$ cat src/inc/ssfa_map.svh
`ifndef SSFA_MAP_SVH
`define SSFA_MAP_SVH

// ----------------------------------------
// Status word bit positions
// ----------------------------------------
`define SSFA_SR_C 0
`define SSFA_SR_Z 1
`define SSFA_SR_N 2
`define SSFA_SR_GIE 3
`define SSFA_SR_CPU_OFF_BIT 4
`define SSFA_SR_OSCILLATOR_OFF_BIT 5
`define SSFA_SR_V 8
`define SSFA_SR_PCHI_LSB 12
`define SSFA_SR_PCHI_MSB 15

// ----------------------------------------
// Masks and constants
// ----------------------------------------
`define SSFA_SR_KEEP 16'h013F
`define SSFA_SR_MODE 16'h0038
`define SSFA_SR_RESET 16'h0000
`define SSFA_SET_C_MASK 16'h0001
`define SSFA_SET_Z_MASK 16'h0002
`define SSFA_SET_N_MASK 16'h0004
`define SSFA_WORD_ONES 16'hFFFF
`define SSFA_BYTE_ONES 16'h00FF
`define SSFA_WORD_MSB 16'h8000
`define SSFA_BYTE_MSB 16'h0080
`define SSFA_WORD_V_LO 16'h4000
`define SSFA_WORD_V_HI 16'hC000
`define SSFA_BYTE_V_LO 16'h0040
`define SSFA_BYTE_V_HI 16'h00C0
`define SSFA_SP_STEP 16'h0002
`define SSFA_SP_RESET 16'h0000
`define SSFA_PC_RESET 20'h00000

`endif

$ cat src/inc/ssfa_pkg.sv
package ssfa_pkg;
  typedef enum logic [3:0] {
    SSFA_OP_ASL = 4'h0,
    SSFA_OP_CSL = 4'h1,
    SSFA_OP_ASR = 4'h2,
    SSFA_OP_CSR = 4'h3,
    SSFA_OP_SBC = 4'h4,
    SSFA_OP_CARRY_SET_OP = 4'h5,
    SSFA_OP_NEGATIVE_SET_OP = 4'h6,
    SSFA_OP_ZERO_SET_OP = 4'h7,
    SSFA_OP_SUB = 4'h8,
    SSFA_OP_INTERRUPT_RETURN = 4'h9
  } ssfa_op_t;

  typedef enum logic [4:0] {
    SSFA_ST_IDLE = 5'h01,
    SSFA_ST_SR_REQ = 5'h02,
    SSFA_ST_SR_GET = 5'h04,
    SSFA_ST_PC_REQ = 5'h08,
    SSFA_ST_PC_GET = 5'h10
  } ssfa_state_t;
endpackage

$ cat src/design/ssfa_calc.sv
`timescale 1ns/10ps
`include "ssfa_map.svh"

module ssfa_calc
  import ssfa_pkg::*;
(
  input wire logic [3:0] op_i,
  input wire logic byte_i,
  input wire logic [15:0] dst_i,
  input wire logic [15:0] src_i,
  input wire logic [15:0] sr_i,
  output logic [15:0] res_o,
  output logic [15:0] sr_o
);
  logic [15:0] mask;
  logic [15:0] top;
  logic [15:0] dm;
  logic [15:0] addend;
  logic [16:0] sum;
  logic [15:0] res;
  logic c_in;
  logic d_msb;
  logic a_msb;
  logic r_msb;
  logic c_out;
  logic v_out;
  logic flags_upd;

  always_comb begin
    mask = byte_i ? `SSFA_BYTE_ONES : `SSFA_WORD_ONES;
    top = byte_i ? `SSFA_BYTE_MSB : `SSFA_WORD_MSB;
    dm = dst_i & mask;
    c_in = sr_i[`SSFA_SR_C];
    d_msb = |(dm & top);
    addend = mask;
    sum = 17'h00000;
    c_out = 1'b0;
    v_out = 1'b0;
    res = 16'h0000;
    flags_upd = 1'b1;
    sr_o = sr_i;
    unique case (ssfa_op_t'(op_i))
      SSFA_OP_ASL, SSFA_OP_CSL: begin
        // Low bit is zero or the old carry
        res = (dm << 1) | ((ssfa_op_t'(op_i) == SSFA_OP_CSL) ? {15'h0000, c_in} : 16'h0000);
        c_out = d_msb;
        v_out = byte_i ? (dm >= `SSFA_BYTE_V_LO && dm < `SSFA_BYTE_V_HI)
                       : (dm >= `SSFA_WORD_V_LO && dm < `SSFA_WORD_V_HI);
      end
      SSFA_OP_ASR: begin
        res = (dm >> 1) | (d_msb ? top : 16'h0000);
        c_out = dm[0];
      end
      SSFA_OP_CSR: begin
        res = (dm >> 1) | (c_in ? top : 16'h0000);
        c_out = dm[0];
      end
      SSFA_OP_SBC, SSFA_OP_SUB: begin
        // Borrow is carry inverted: C=1 means no borrow
        addend = (ssfa_op_t'(op_i) == SSFA_OP_SUB) ? (~src_i & mask) : mask;
        sum = {1'b0, dm} + {1'b0, addend}
            + {16'h0000, (ssfa_op_t'(op_i) == SSFA_OP_SUB) ? 1'b1 : c_in};
        res = sum[15:0];
        c_out = byte_i ? sum[8] : sum[16];
      end
      SSFA_OP_CARRY_SET_OP: begin
        flags_upd = 1'b0;
        sr_o = sr_i | `SSFA_SET_C_MASK;
      end
      SSFA_OP_NEGATIVE_SET_OP: begin
        flags_upd = 1'b0;
        sr_o = sr_i | `SSFA_SET_N_MASK;
      end
      SSFA_OP_ZERO_SET_OP: begin
        flags_upd = 1'b0;
        sr_o = sr_i | `SSFA_SET_Z_MASK;
      end
      default: begin
        flags_upd = 1'b0;
      end
    endcase
    res = res & mask;
    r_msb = |(res & top);
    a_msb = |(addend & top);
    if (ssfa_op_t'(op_i) == SSFA_OP_SBC || ssfa_op_t'(op_i) == SSFA_OP_SUB) begin
      // Operands of equal sign giving a result of the other sign
      v_out = (d_msb == a_msb) && (r_msb != d_msb);
    end
    if (flags_upd) begin
      // Only N, Z, C, V move; mode bits stay
      sr_o[`SSFA_SR_N] = r_msb;
      sr_o[`SSFA_SR_Z] = (res == 16'h0000);
      sr_o[`SSFA_SR_C] = c_out;
      sr_o[`SSFA_SR_V] = v_out;
    end
    res_o = res;
  end
endmodule

$ cat src/design/ssfa_core.sv
`timescale 1ns/10ps
`include "ssfa_map.svh"

// How it works
// - Return pops status word, PC.19:16 from same word, then SP plus two.
// - Next stack word loads PC.15:0; SP plus two again; PC is 20 bits.
// - Return restores N, Z, C, V and the three mode bits from stack.
// - Arithmetic left shift: old MSB into C, zero into LSB.
// - Left shifts set V only for 4000h..BFFFh words, 40h..BFh bytes.
// - Carry left shift: old C into LSB, old MSB into C.
// - Arithmetic right shift keeps sign, copies it down, LSB to C, V clear.
// - Carry right shift: old C into MSB, LSB to C, V clear.
// - Shifts and borrow subtract: N from result MSB, Z when result zero.
// - Borrow subtract adds all ones of operand width plus C.
// - Borrow subtract: C one when no borrow, zero on borrow.
// - Borrow subtract sets V on signed overflow.
// - Carry set op sets C only.
// - Negative set op sets N; zero set op sets Z; nothing else.
// - Subtract adds inverted source plus one; source untouched; word or byte.
// - Shifts, borrow subtract and flag sets keep the three mode bits.
// - Subtract sets V when operand signs differ and result sign flips.
// - Subtract: C is carry out of MSB, N and Z from result.

module ssfa_core
  import ssfa_pkg::*;
(
  input wire logic clk_sys_i,
  input wire logic rst_i,
  input wire logic start_i,
  input wire logic [3:0] op_i,
  input wire logic byte_i,
  input wire logic [15:0] dst_i,
  input wire logic [15:0] src_i,
  input wire logic sr_wr_i,
  input wire logic [15:0] sr_wdata_i,
  input wire logic sp_wr_i,
  input wire logic [15:0] sp_wdata_i,
  input wire logic [15:0] mem_rdata_i,
  output logic [15:0] result_o,
  output logic [15:0] sr_o,
  output logic [19:0] pc_o,
  output logic [15:0] sp_o,
  output logic mem_rd_o,
  output logic [15:0] mem_addr_o,
  output logic busy_o,
  output logic done_o
);
  // ----------------------------------------
  // State
  // ----------------------------------------
  ssfa_state_t state_reg;
  ssfa_state_t state_next;
  logic [15:0] result_reg;
  logic [15:0] result_next;
  logic [15:0] sr_reg;
  logic [15:0] sr_next;
  logic [19:0] pc_reg;
  logic [19:0] pc_next;
  logic [15:0] sp_reg;
  logic [15:0] sp_next;
  logic rd_reg;
  logic rd_next;
  logic [15:0] addr_reg;
  logic [15:0] addr_next;
  logic done_reg;
  logic done_next;
  logic busy_reg;
  logic busy_next;
  logic [15:0] calc_res;
  logic [15:0] calc_sr;
  logic idle;
  logic is_interrupt_return;

  assign idle = (state_reg == SSFA_ST_IDLE);
  assign is_interrupt_return = (ssfa_op_t'(op_i) == SSFA_OP_INTERRUPT_RETURN);

  ssfa_calc u_calc (
    .op_i(op_i),
    .byte_i(byte_i),
    .dst_i(dst_i),
    .src_i(src_i),
    .sr_i(sr_reg),
    .res_o(calc_res),
    .sr_o(calc_sr)
  );

  // ----------------------------------------
  // Next state
  // ----------------------------------------
  always_comb begin
    state_next = state_reg;
    result_next = result_reg;
    sr_next = sr_reg;
    pc_next = pc_reg;
    sp_next = sp_reg;
    rd_next = 1'b0;
    addr_next = addr_reg;
    done_next = 1'b0;
    unique case (state_reg)
      SSFA_ST_IDLE: begin
        // Start beats a same-cycle status or stack pointer load
        if (start_i && is_interrupt_return) begin
          rd_next = 1'b1;
          addr_next = sp_reg;
          state_next = SSFA_ST_SR_REQ;
        end else if (start_i) begin
          result_next = calc_res;
          sr_next = calc_sr;
          done_next = 1'b1;
        end else begin
          if (sr_wr_i) begin
            sr_next = sr_wdata_i;
          end
          if (sp_wr_i) begin
            sp_next = sp_wdata_i;
          end
        end
      end
      SSFA_ST_SR_REQ: begin
        state_next = SSFA_ST_SR_GET;
      end
      SSFA_ST_SR_GET: begin
        // Only defined status bits are taken; spare bits read zero
        sr_next = mem_rdata_i & `SSFA_SR_KEEP;
        pc_next[19:16] = mem_rdata_i[`SSFA_SR_PCHI_MSB:`SSFA_SR_PCHI_LSB];
        sp_next = sp_reg + `SSFA_SP_STEP;
        rd_next = 1'b1;
        addr_next = sp_reg + `SSFA_SP_STEP;
        state_next = SSFA_ST_PC_REQ;
      end
      SSFA_ST_PC_REQ: begin
        state_next = SSFA_ST_PC_GET;
      end
      SSFA_ST_PC_GET: begin
        pc_next[15:0] = mem_rdata_i;
        sp_next = sp_reg + `SSFA_SP_STEP;
        done_next = 1'b1;
        state_next = SSFA_ST_IDLE;
      end
    endcase
    // Taken from the next state so busy_o rises with the first stack read
    busy_next = (state_next != SSFA_ST_IDLE);
  end

  // ----------------------------------------
  // Registers
  // ----------------------------------------
  always_ff @(posedge clk_sys_i) begin
    if (rst_i) begin
      state_reg <= SSFA_ST_IDLE;
      result_reg <= 16'h0000;
      sr_reg <= `SSFA_SR_RESET;
      pc_reg <= `SSFA_PC_RESET;
      sp_reg <= `SSFA_SP_RESET;
      rd_reg <= 1'b0;
      addr_reg <= 16'h0000;
      done_reg <= 1'b0;
      busy_reg <= 1'b0;
    end else begin
      state_reg <= state_next;
      result_reg <= result_next;
      sr_reg <= sr_next;
      pc_reg <= pc_next;
      sp_reg <= sp_next;
      rd_reg <= rd_next;
      addr_reg <= addr_next;
      done_reg <= done_next;
      busy_reg <= busy_next;
    end
  end

  assign result_o = result_reg;
  assign sr_o = sr_reg;
  assign pc_o = pc_reg;
  assign sp_o = sp_reg;
  assign mem_rd_o = rd_reg;
  assign mem_addr_o = addr_reg;
  assign busy_o = busy_reg;
  assign done_o = done_reg;
endmodule

$ cat config.mk
export PLATFORM = sky130hd
export DESIGN_NAME = ssfa_core
export DESIGN_NICKNAME = d
export VERILOG_FILES = /design/src/inc/ssfa_pkg.sv /design/src/design/ssfa_calc.sv /design/src/design/ssfa_core.sv
export VERILOG_INCLUDE_DIRS = /design/src /design/src/inc
export SDC_FILE = /design/constraint.sdc
export NUM_CORES = 1
export LEC_CHECK = 0
export BUFFER_PORTS_ARGS = -buffer_cell sky130_fd_sc_hd__buf_2
export CELL_PAD_IN_SITES_DETAIL_PLACEMENT = 1
export CELL_PAD_IN_SITES_GLOBAL_PLACEMENT = 1
export CORE_ASPECT_RATIO = 1.1
export CORE_MARGIN = 1.5
export CORE_UTILIZATION = 37
export DETAILED_ROUTE_END_ITERATION = 6
export PLACE_DENSITY = 0.89
export SLEW_MARGIN = 20
export SYNTH_ARGS = -nofsm -noshare
export SYNTH_HDL_FRONTEND = slang
export SYNTH_SLANG_ARGS = --single-unit
$ cat constraint.sdc
create_clock -name clk_sys_i -period 4.9 [get_ports clk_sys_i]
set_input_delay 0.49 -clock clk_sys_i [delete_from_list [all_inputs] [get_ports clk_sys_i]]
set_output_delay 0.49 -clock clk_sys_i [all_outputs]
set_load 0.02 [all_outputs]
==> results of run 1 <==
area by class of cell:
cell class,instances,area [um^2]
fillers,1912,8129
multi-input cells,570,3583
flip-flops and latches,92,1842
repair buffers,183,933.4
well taps,196,245.2
clock buffers,9,225.2
clock inverters,7,73.82
inverters,6,22.52
how the worst max path moves through the flow:
| stage | from | endpoint | slack (ps) |
|---|---|---|---|
| finish | op_i[3] | sr_o[1]$_SDFFE_PP0P_ | 1250 |
| global route | op_i[3] | sr_o[1]$_SDFFE_PP0P_ | 1010 |
| CTS | op_i[3] | sr_o[1]$_SDFFE_PP0P_ | 1260 |
| detailed placement | op_i[3] | sr_o[1]$_SDFFE_PP0P_ | 900 |
| global placement | op_i[3] | sr_o[1]$_SDFFE_PP0P_ | 1000 |
| floorplan | op_i[3] | sr_o[1]$_SDFFE_PP0P_ | 920 |
layout by cell type, fill, tap and decap left out, types with 3 or more instances in the layout:
master	n
a2111oi_0	3
a211oi_1	34
a21o_1	4
a21oi_1	68
a222oi_1	11
a22oi_1	6
a311oi_1	4
a31oi_1	5
and2_1	7
and3_1	14
and4_1	3
buf_2	176
buf_4	7
clkbuf_16	9
dfxtp_1	92
ha_1	18
inv_1	6
inv_6	3
mux2_2	7
mux2i_1	19
nand2_1	97
nand2b_1	9
nand3_1	20
nand4_1	4
nor2_1	74
nor2b_1	18
nor3_1	15
nor3b_1	4
o211a_1	3
o211ai_1	6
o21a_1	4
o21ai_0	37
o21bai_1	3
or3_1	6
xnor2_1	5
xor2_1	11
logic make-up after synthesis:
kind of cell	after synthesis	synth area share
xor+xnor	17	0.02747
buf+inv	59	0.04856
mux	26	0.04724
simple gates	290	0.2520
compound gates	217	0.2547
flops	92	0.3234
fa+ha+maj	20	0.04658
cell usage after synthesis, drive strengths merged (3+ instances only):
cell      n  share of area
a2111oi   3         0.0046
a211oi   35          0.047
a21o      5         0.0068
a21oi    70          0.064
a222oi   11          0.019
a22oi     6         0.0079
a311oi    4         0.0062
a31oi     5         0.0055
and2      7         0.0077
and3     14          0.015
and4      3         0.0046
buf      19          0.019
clkbuf   33          0.024
dfxtp    92           0.32
ha       18          0.040
inv       6         0.0040
mux2      7          0.014
mux2i    19          0.033
nand2    98          0.065
nand2b    9         0.0099
nand3    20          0.018
nand4     5         0.0066
nor2     75          0.049
nor2b    19          0.021
nor3     15          0.013
nor3b     4         0.0053
nor4      5          0.012
o211a     3         0.0053
o211ai    7          0.010
o21a      4         0.0053
o21ai    39          0.034
o21bai    3         0.0040
o22ai     3         0.0044
or3       6         0.0066
xnor2     5         0.0077
xor2     12          0.020
worst min-delay path, stage by stage:
cell	delay (ps)
buf_2	100
nand2_1	50
a21oi_1	50
through the flow:
| stage | instances | area [um^2] |
|---|---|---|
| final | 1063 | 6925 |
| after global routing | 1063 | 6925 |
| after CTS | 1063 | 6920 |
| after detailed placement | 1047 | 6621 |
| after global placement | 1047 | 6621 |
| after floorplan | 721 | 5694 |
report_power, final:
group / internal, mW / switching [mW] / total [mW] / leakage, nW
Combinational: 0.152 / 0.244 / 0.396 / 2.13
Clock: 0.399 / 0.312 / 0.711 / 0.147
Sequential: 0.776 / 0.0265 / 0.802 / 0.748
Total: 1.33 / 0.583 / 1.91 / 3.03
per-layer routing:
metal / up-vias / GRT usage / routed length, um
met3: 32 / 0.02997 / 1212
met2: 224 / 0.4256 / 9871
li1: 2906 / - / -
met5: - / 0 / 0
met1: 2912 / 0.2931 / 8147
met4: 0 / 0.09216 / 473
==> impl_metrics.tcl, run 1 <==
set metrics [dict create \
    outcome "finished clean" \
    worst_setup_path_start_kind "primary input" \
    mappedNetlistNets 831 \
    grt_pass1_vias 5958 \
    min_period_over_period 0.7456 \
    clk_latency_ps 350 \
    dr.first_iter.drc_count 425 \
    async_flop_share 0 \
    post-cts-setup-buffer-count 0 \
    place_hpwl_um 14830 \
    critPathBufInv 1 \
    r2r_slack_ps 1540 \
    min_to "pc_o[10]$_SDFFE_PP0P_" \
    largest_register_ffs 20 \
    tightest_slew_ps 1022 \
    skew_ps 9.998 \
    die_height_um 133.1 \
    gp_congestion 0.8794 \
    routedWlPerCell_um 18.54 \
    num_rows 47 \
    synth_edf_count 0 \
    totalWireLength_um 19710 \
    yosysWarnings 0 \
    crit_type "primary input to flop" \
    fin_nets 972 \
    cap_violations 0 \
    relSlewSlack 0.3184 \
    max_stage_delay_ps 470 \
    critical_path.most_common_cell "fa_1" \
    numPortBuffers 176 \
    crit_chain "buf_2 > nor4b_4 > nand2_1 > fa_1 > fa_1 > a21oi_1 > o22ai_2 > o211a_1 > or3_1 > a31o_1 > nor4_2 > nand4_1 > o21ai_1" \
    layout_min_cycle_time_ps 3653 \
    synth-main-ff-cell "dfxtp_1" \
    dieArea_um2 16140 \
    ys_seq_area_frac 0.3234 \
    finalHoldViolations 0 \
    routed-via-count 6074 \
    hold_depth 3 \
    cp_num_cells 13 \
    setup_ws_ps 1247 \
    r2r-end "sr_o[1]$_SDFFE_PP0P_" \
    total_power_mw 1.909 \
    cts_root_buffer "clkbuf_16" \
    hold_buffers 0 \
    dieWidth_um 121.3 \
    ys_ff_latch 92 \
    synthCells 721 \
    syn_to_final_growth_pct 21.62 \
    diodes 0 \
    ctsLongestPathBuffers 2 \
    cp.required_ps 5180 \
    drive_above_1_share 0.2595 \
    drcViolationCount 0 \
    rsz0062_at_grt "false" \
    critPathTopFamily "simple AND/OR/NAND/NOR gates" \
    worst_r2r_path_depth 11 \
    viasPerCell 5.714 \
    tns_ps 0 \
    grt_pass1_wl_um 30670 \
    cts_made_buffers 9 \
    final_util 0.4600 \
    io-pin-count 177 \
    core_um2 15050 \
    start_util 0.3782 \
    htreeDepth 3 \
    drv_slew 0 \
    synth.distinct_cells 77 \
    cts_resized 0 \
    critPathSlowestCell "fa_1" \
    overflow 0 \
    worstSetupEndpointType "flop" \
    netlist_area_um2 5694 \
    leakagePower_nw 3.027 \
    antenna_found_initial 0 \
    grt_max_degree 55 \
    arrival_ps 3930 \
    vdd_ir_drop_max_mv 0.1398 \
    cp_max_fo 12 \
    power_density_nw_per_um2 275.7 \
    reg2reg_from "sr_o[0]$_SDFFE_PP0P_" \
    clk_pin_slew_ps 70 \
    cts_tree "built" \
    min_path_type "primary input to flop" \
    avgSynthCellArea_um2 7.898 \
    post-place-ws_ps 897.8 \
    fmax_mhz 273.7 \
    track_usage 0.2398 \
    clock_sinks 92 \
    ant_nets 0 \
    setup_viol 0 \
    drtPass1Iterations 6 \
    hold_start "mem_rdata_i[10]" \
    hold_ws_ps 375.1 \
]
Power figures use the tool's default switching activity.
==> run 2: changes to the inputs <==
- CORE_UTILIZATION: 37 -> 34
- PLACE_DENSITY: 0.89 -> 0.87
- clock period: 4.9 -> 3.35 ns (I/O delays scaled with it)
==> impl_metrics.tcl, run 2 (synthesis results as in run 1) <==
set metrics [dict create \
    clk_latency_ps 340 \
    totalWireLength_um 21110 \
    fin_nets 1027 \
    worst_setup_path_start_kind "primary input" \
    grt_max_degree 44 \
    fmax_mhz 313.2 \
    min_path_type "primary input to flop" \
    overflow 0 \
    cp_max_fo 4 \
    num_rows 49 \
    io-pin-count 177 \
    design_area_um2 7368 \
    nFillCells 2048 \
    post-place-ws_ps -201.9 \
    layout_min_cycle_time_ps 3193 \
    critPathTopFamily "simple AND/OR/NAND/NOR gates" \
    vdd_ir_drop_max_mv 0.1942 \
    outcome "finished clean" \
    ctsLongestPathBuffers 2 \
    critPathSlowestCell "fa_2" \
    grt_pass1_wl_um 33490 \
    drive_above_1_share 0.3080 \
    grt_pass1_vias 6485 \
    routed-via-count 6343 \
    grt-busiest-layer "met2" \
    routedWlPerCell_um 18.75 \
    total_power_mw 2.882 \
    viasPerCell 5.633 \
    dr.first_iter.drc_count 392 \
    cts_root_buffer "clkbuf_16" \
    multiInputGateArea_um2 3596 \
    setup_viol 0 \
    dp_cells 1109 \
    drcViolationCount 0 \
    final_cell_count_no_fill 1126 \
    cap_violations 0 \
    rsz0062_at_grt "false" \
    core_um2 16370 \
    dieWidth_um 126.4 \
    finalHoldViolations 0 \
    skew_ps 7.939 \
    drv_slew 0 \
    largest_register_ffs 20 \
    arrival_ps 3460 \
    cts_made_buffers 9 \
    die_height_um 138.7 \
    use_met2 0.4216 \
    met1_usage 0.2857 \
    gp_congestion 0.9116 \
    hold_ws_ps 232.0 \
    critPathBufInv 2 \
    antenna_found_initial 0 \
    grt_use_met3 0.03356 \
    setup_ws_ps 157.1 \
    clock_sinks 92 \
    numPortBuffers 176 \
    tightest_slew_ps 955.5 \
    drtPass1Iterations 5 \
    power_density_nw_per_um2 391.2 \
    diodes 0 \
    crit_chain "buf_2 > nor4b_4 > buf_4 > or2_2 > fa_2 > fa_2 > a21oi_2 > o22ai_2 > o211a_1 > or3_1 > a31o_1 > nor4_2 > nand4_1 > o21ai_1" \
    track_usage 0.2358 \
    dieArea_um2 17530 \
    register_area_um2 1842 \
    start_util 0.3479 \
    hold_buffers 0 \
    layout_common_cells "buf_2 (176), nand2_1 (96), dfxtp_1 (92), nor2_1 (74), a21oi_1 (67)" \
    min_period_over_period 0.9531 \
    place_area_um2 7053 \
    cp.required_ps 3620 \
    crit_type "primary input to flop" \
    relSlewSlack 0.3630 \
    leakagePower_nw 3.305 \
    final_common_cell "buf_2" \
    htreeDepth 3 \
    place_hpwl_um 16090 \
    worstSetupEndpointType "flop" \
    cts_tree "built" \
    syn_to_final_growth_pct 29.40 \
    max_stage_delay_ps 380 \
    clk_pin_slew_ps 70 \
    ant_nets 0 \
    critical_path.most_common_cell "fa_2" \
]
run 2: cell types whose count changed in the layout (fill, tap and decap cells not counted), sizes merged:
cell,before,now
inv,9,10
buf,183,238
clkinvlp,1,0
run 2: layout make-up:
type                       count  area share
multi-input combinational    570      0.4880
sequential                    92      0.2500
timing repair buffer         238      0.1827
tap                          204     0.03464
clock buffer                   9     0.03057
clock inverter                 7     0.01104
inverter                       6    0.003057
run 2: worst paths after layout:
path	from	endpoint	slack [ps]	cells past startpoint
worst max-delay path	op_i[3]	sr_o[1]$_SDFFE_PP0P_	160	14
worst min-delay path	sp_wdata_i[0]	sp_o[0]$_SDFFE_PP0P_	230	3
worst max register to register	sr_o[0]$_SDFFE_PP0P_	sr_o[1]$_SDFFE_PP0P_	180	11
worst min register to register	sr_o[11]$_SDFFE_PP0P_	sr_o[11]$_SDFFE_PP0P_	450	2
run 2: power by group:
| part | internal (mW) | total (mW) | switching [mW] | leakage (nW) |
|---|---|---|---|---|
| combinational | 0.272 | 0.652 | 0.380 | 2.40 |
| clock | 0.592 | 1.06 | 0.466 | 0.153 |
| sequential | 1.13 | 1.17 | 0.0384 | 0.748 |
| total | 2.00 | 2.88 | 0.884 | 3.30 |
run 2: tightest hold or removal path, cell delays in order:
cell,delay (ps)
buf_2,100
nand2_1,50
a21oi_1,50
run 2: metal layers:
layer / routed length, um / share of wire
met5: 0 / 0
met4: 501 / 0.024
met3: 1155 / 0.055
met2: 10600 / 0.50
met1: 8857 / 0.42
run 2: through the flow:
| step | setup TNS (ps) | utilization |
|---|---|---|
| 2_1_floorplan | -121.8 | - |
| 3_3_place_gp | -112.2 | 0.4309 |
| 3_5_place_dp | -752.5 | 0.4309 |
| 4_1_cts | 0 | 0.4496 |
| 5_1_grt | 0 | 0.4501 |
| 6_report | 0 | 0.4501 |
run 2: repair_timing:
item / 4_1_cts / 5_1_grt
gates resized for setup: 0 / 1
setup buffers: 0 / 1
endpoints found under the setup margin: 0 / 3
==> run 3: changes to the inputs <==
- CORE_UTILIZATION: 34 -> 35
- CTS_BUF_LIST: not set -> sky130_fd_sc_hd__clkbuf_4
- PLACE_DENSITY: 0.87 -> 0.89
==> impl_metrics.tcl, run 3 (synthesis results as in run 1) <==
set metrics [dict create \
    ctsLongestPathBuffers 2 \
    tightest_slew_ps 1049 \
    io-pin-count 177 \
    nFillCells 2024 \
    fmax_mhz 313.6 \
    dieArea_um2 17040 \
    start_util 0.3605 \
    final_common_cell "buf_2" \
    cp_max_fo 5 \
    skew_ps 13.82 \
    routedWlPerCell_um 18.11 \
    drive_above_1_share 0.3047 \
    viasPerCell 5.545 \
    total_power_mw 2.432 \
    fin_nets 1024 \
    grt_pass1_vias 6200 \
    arrival_ps 3560 \
    drv_slew 0 \
    cts_tree "built" \
    numPortBuffers 176 \
    layout_min_cycle_time_ps 3189 \
    cts_made_buffers 9 \
    vdd_ir_drop_max_mv 0.1420 \
    worst_setup_path_start_kind "primary input" \
    critPathSlowestCell "fa_2" \
    cts_root_buffer "clkbuf_4" \
    cap_violations 0 \
    htreeDepth 3 \
    finalHoldViolations 0 \
    relSlewSlack 0.3004 \
    dieWidth_um 124.6 \
    min_period_over_period 0.9520 \
    design_area_um2 7171 \
    clock_sinks 92 \
    layout_common_cells "buf_2 (176), nand2_1 (96), dfxtp_1 (92), nor2_1 (74), a21oi_1 (67)" \
    worstSetupEndpointType "flop" \
    rsz0062_at_grt "false" \
    crit_chain "buf_2 > nor4b_4 > buf_4 > buf_4 > or2_2 > fa_2 > fa_2 > a21oi_2 > o22ai_2 > o211a_1 > or3_1 > a31o_1 > nor4_2 > nand4_1 > o21ai_1" \
    overflow 0 \
    setup_viol 0 \
    leakagePower_nw 3.204 \
    gp_congestion 0.9447 \
    drcViolationCount 0 \
    reg2reg_from "sr_o[0]$_SDFFE_PP0P_" \
    place_hpwl_um 15980 \
    grt_max_degree 58 \
    dr.first_iter.drc_count 364 \
    cp.required_ps 3720 \
    die_height_um 136.8 \
    core_um2 15800 \
    routed-via-count 6210 \
    clk_latency_ps 440 \
    crit_type "primary input to flop" \
    power_density_nw_per_um2 339.2 \
    hold_buffers 0 \
    post-cts-setup-buffer-count 0 \
    totalWireLength_um 20290 \
    place_area_um2 7033 \
    clk_pin_slew_ps 150 \
    min_path_type "primary input to flop" \
    hold_start "mem_rdata_i[9]" \
    drtPass1Iterations 4 \
    outcome "finished clean" \
    max_stage_delay_ps 390 \
    syn_to_final_growth_pct 25.93 \
    largest_register_ffs 20 \
    cts_resized 0 \
    track_usage 0.2320 \
    ant_nets 0 \
    crit_path_start "op_i[3]" \
    grt_pass1_wl_um 31990 \
    num_rows 48 \
    antenna_found_initial 1 \
]
## run 3: final cells by class
type | instances | area, um^2 | area share
Timing Repair Buffer | 235 | 1324 | 0.1846
Clock inverter | 7 | 67.56 | 0.009422
Antenna cell | 1 | 2.502 | 0.0003490
Inverter | 6 | 22.52 | 0.003141
Multi-Input combinational cell | 570 | 3595 | 0.5013
Clock buffer | 9 | 67.56 | 0.009422
Tap cell | 200 | 250.2 | 0.03490
Sequential cell | 92 | 1842 | 0.2568
## run 3: power breakdown
| part | total, mW | internal [mW] | switching, mW |
|---|---|---|---|
| registers | 1.17 | 1.14 | 0.0390 |
| clock network | 0.613 | 0.224 | 0.389 |
| logic | 0.644 | 0.269 | 0.375 |
## run 3: per-stage QoR
stage / worst slack [ps] / instances / hold WS [ps] / setup TNS [ps] / utilization
floorplan: -121.8 / 721 / 449.0 / -121.8 / -
global placement: -193.0 / 1103 / 434.6 / -497.9 / 0.4453
detailed placement: -255.9 / 1103 / 445.1 / -919.3 / 0.4453
CTS: 207.0 / 1119 / 75.36 / 0 / 0.4538
global route: 82.04 / 1120 / 86.55 / 0 / 0.4540
finish: 160.9 / 1120 / 116.4 / 0 / 0.4540
## run 3: routing by layer
metal / share of wire / track usage
met5: 0 / 0
met4: 0.023 / 0.08429
met3: 0.046 / 0.02815
met2: 0.50 / 0.4188
met1: 0.43 / 0.2849
## run 3: final timing paths
path / end / depth (start not counted) / slack [ps]
max: sr_o[1]$_SDFFE_PP0P_ / 15 / 160
min: pc_o[9]$_SDFFE_PP0P_ / 3 / 120
max reg2reg: sr_o[1]$_SDFFE_PP0P_ / 11 / 180
min reg2reg: sr_o[15]$_SDFFE_PP0P_ / 2 / 460
## run 3: worst max-delay path, delay by kind of cell
kind                     cells  cell delay, ps
AND/OR/NAND/NOR              5            1130
buffers and inverters        3             380
AO/OA/AOI/OAI                5             940
adder cells (fa/ha/maj)      2             760
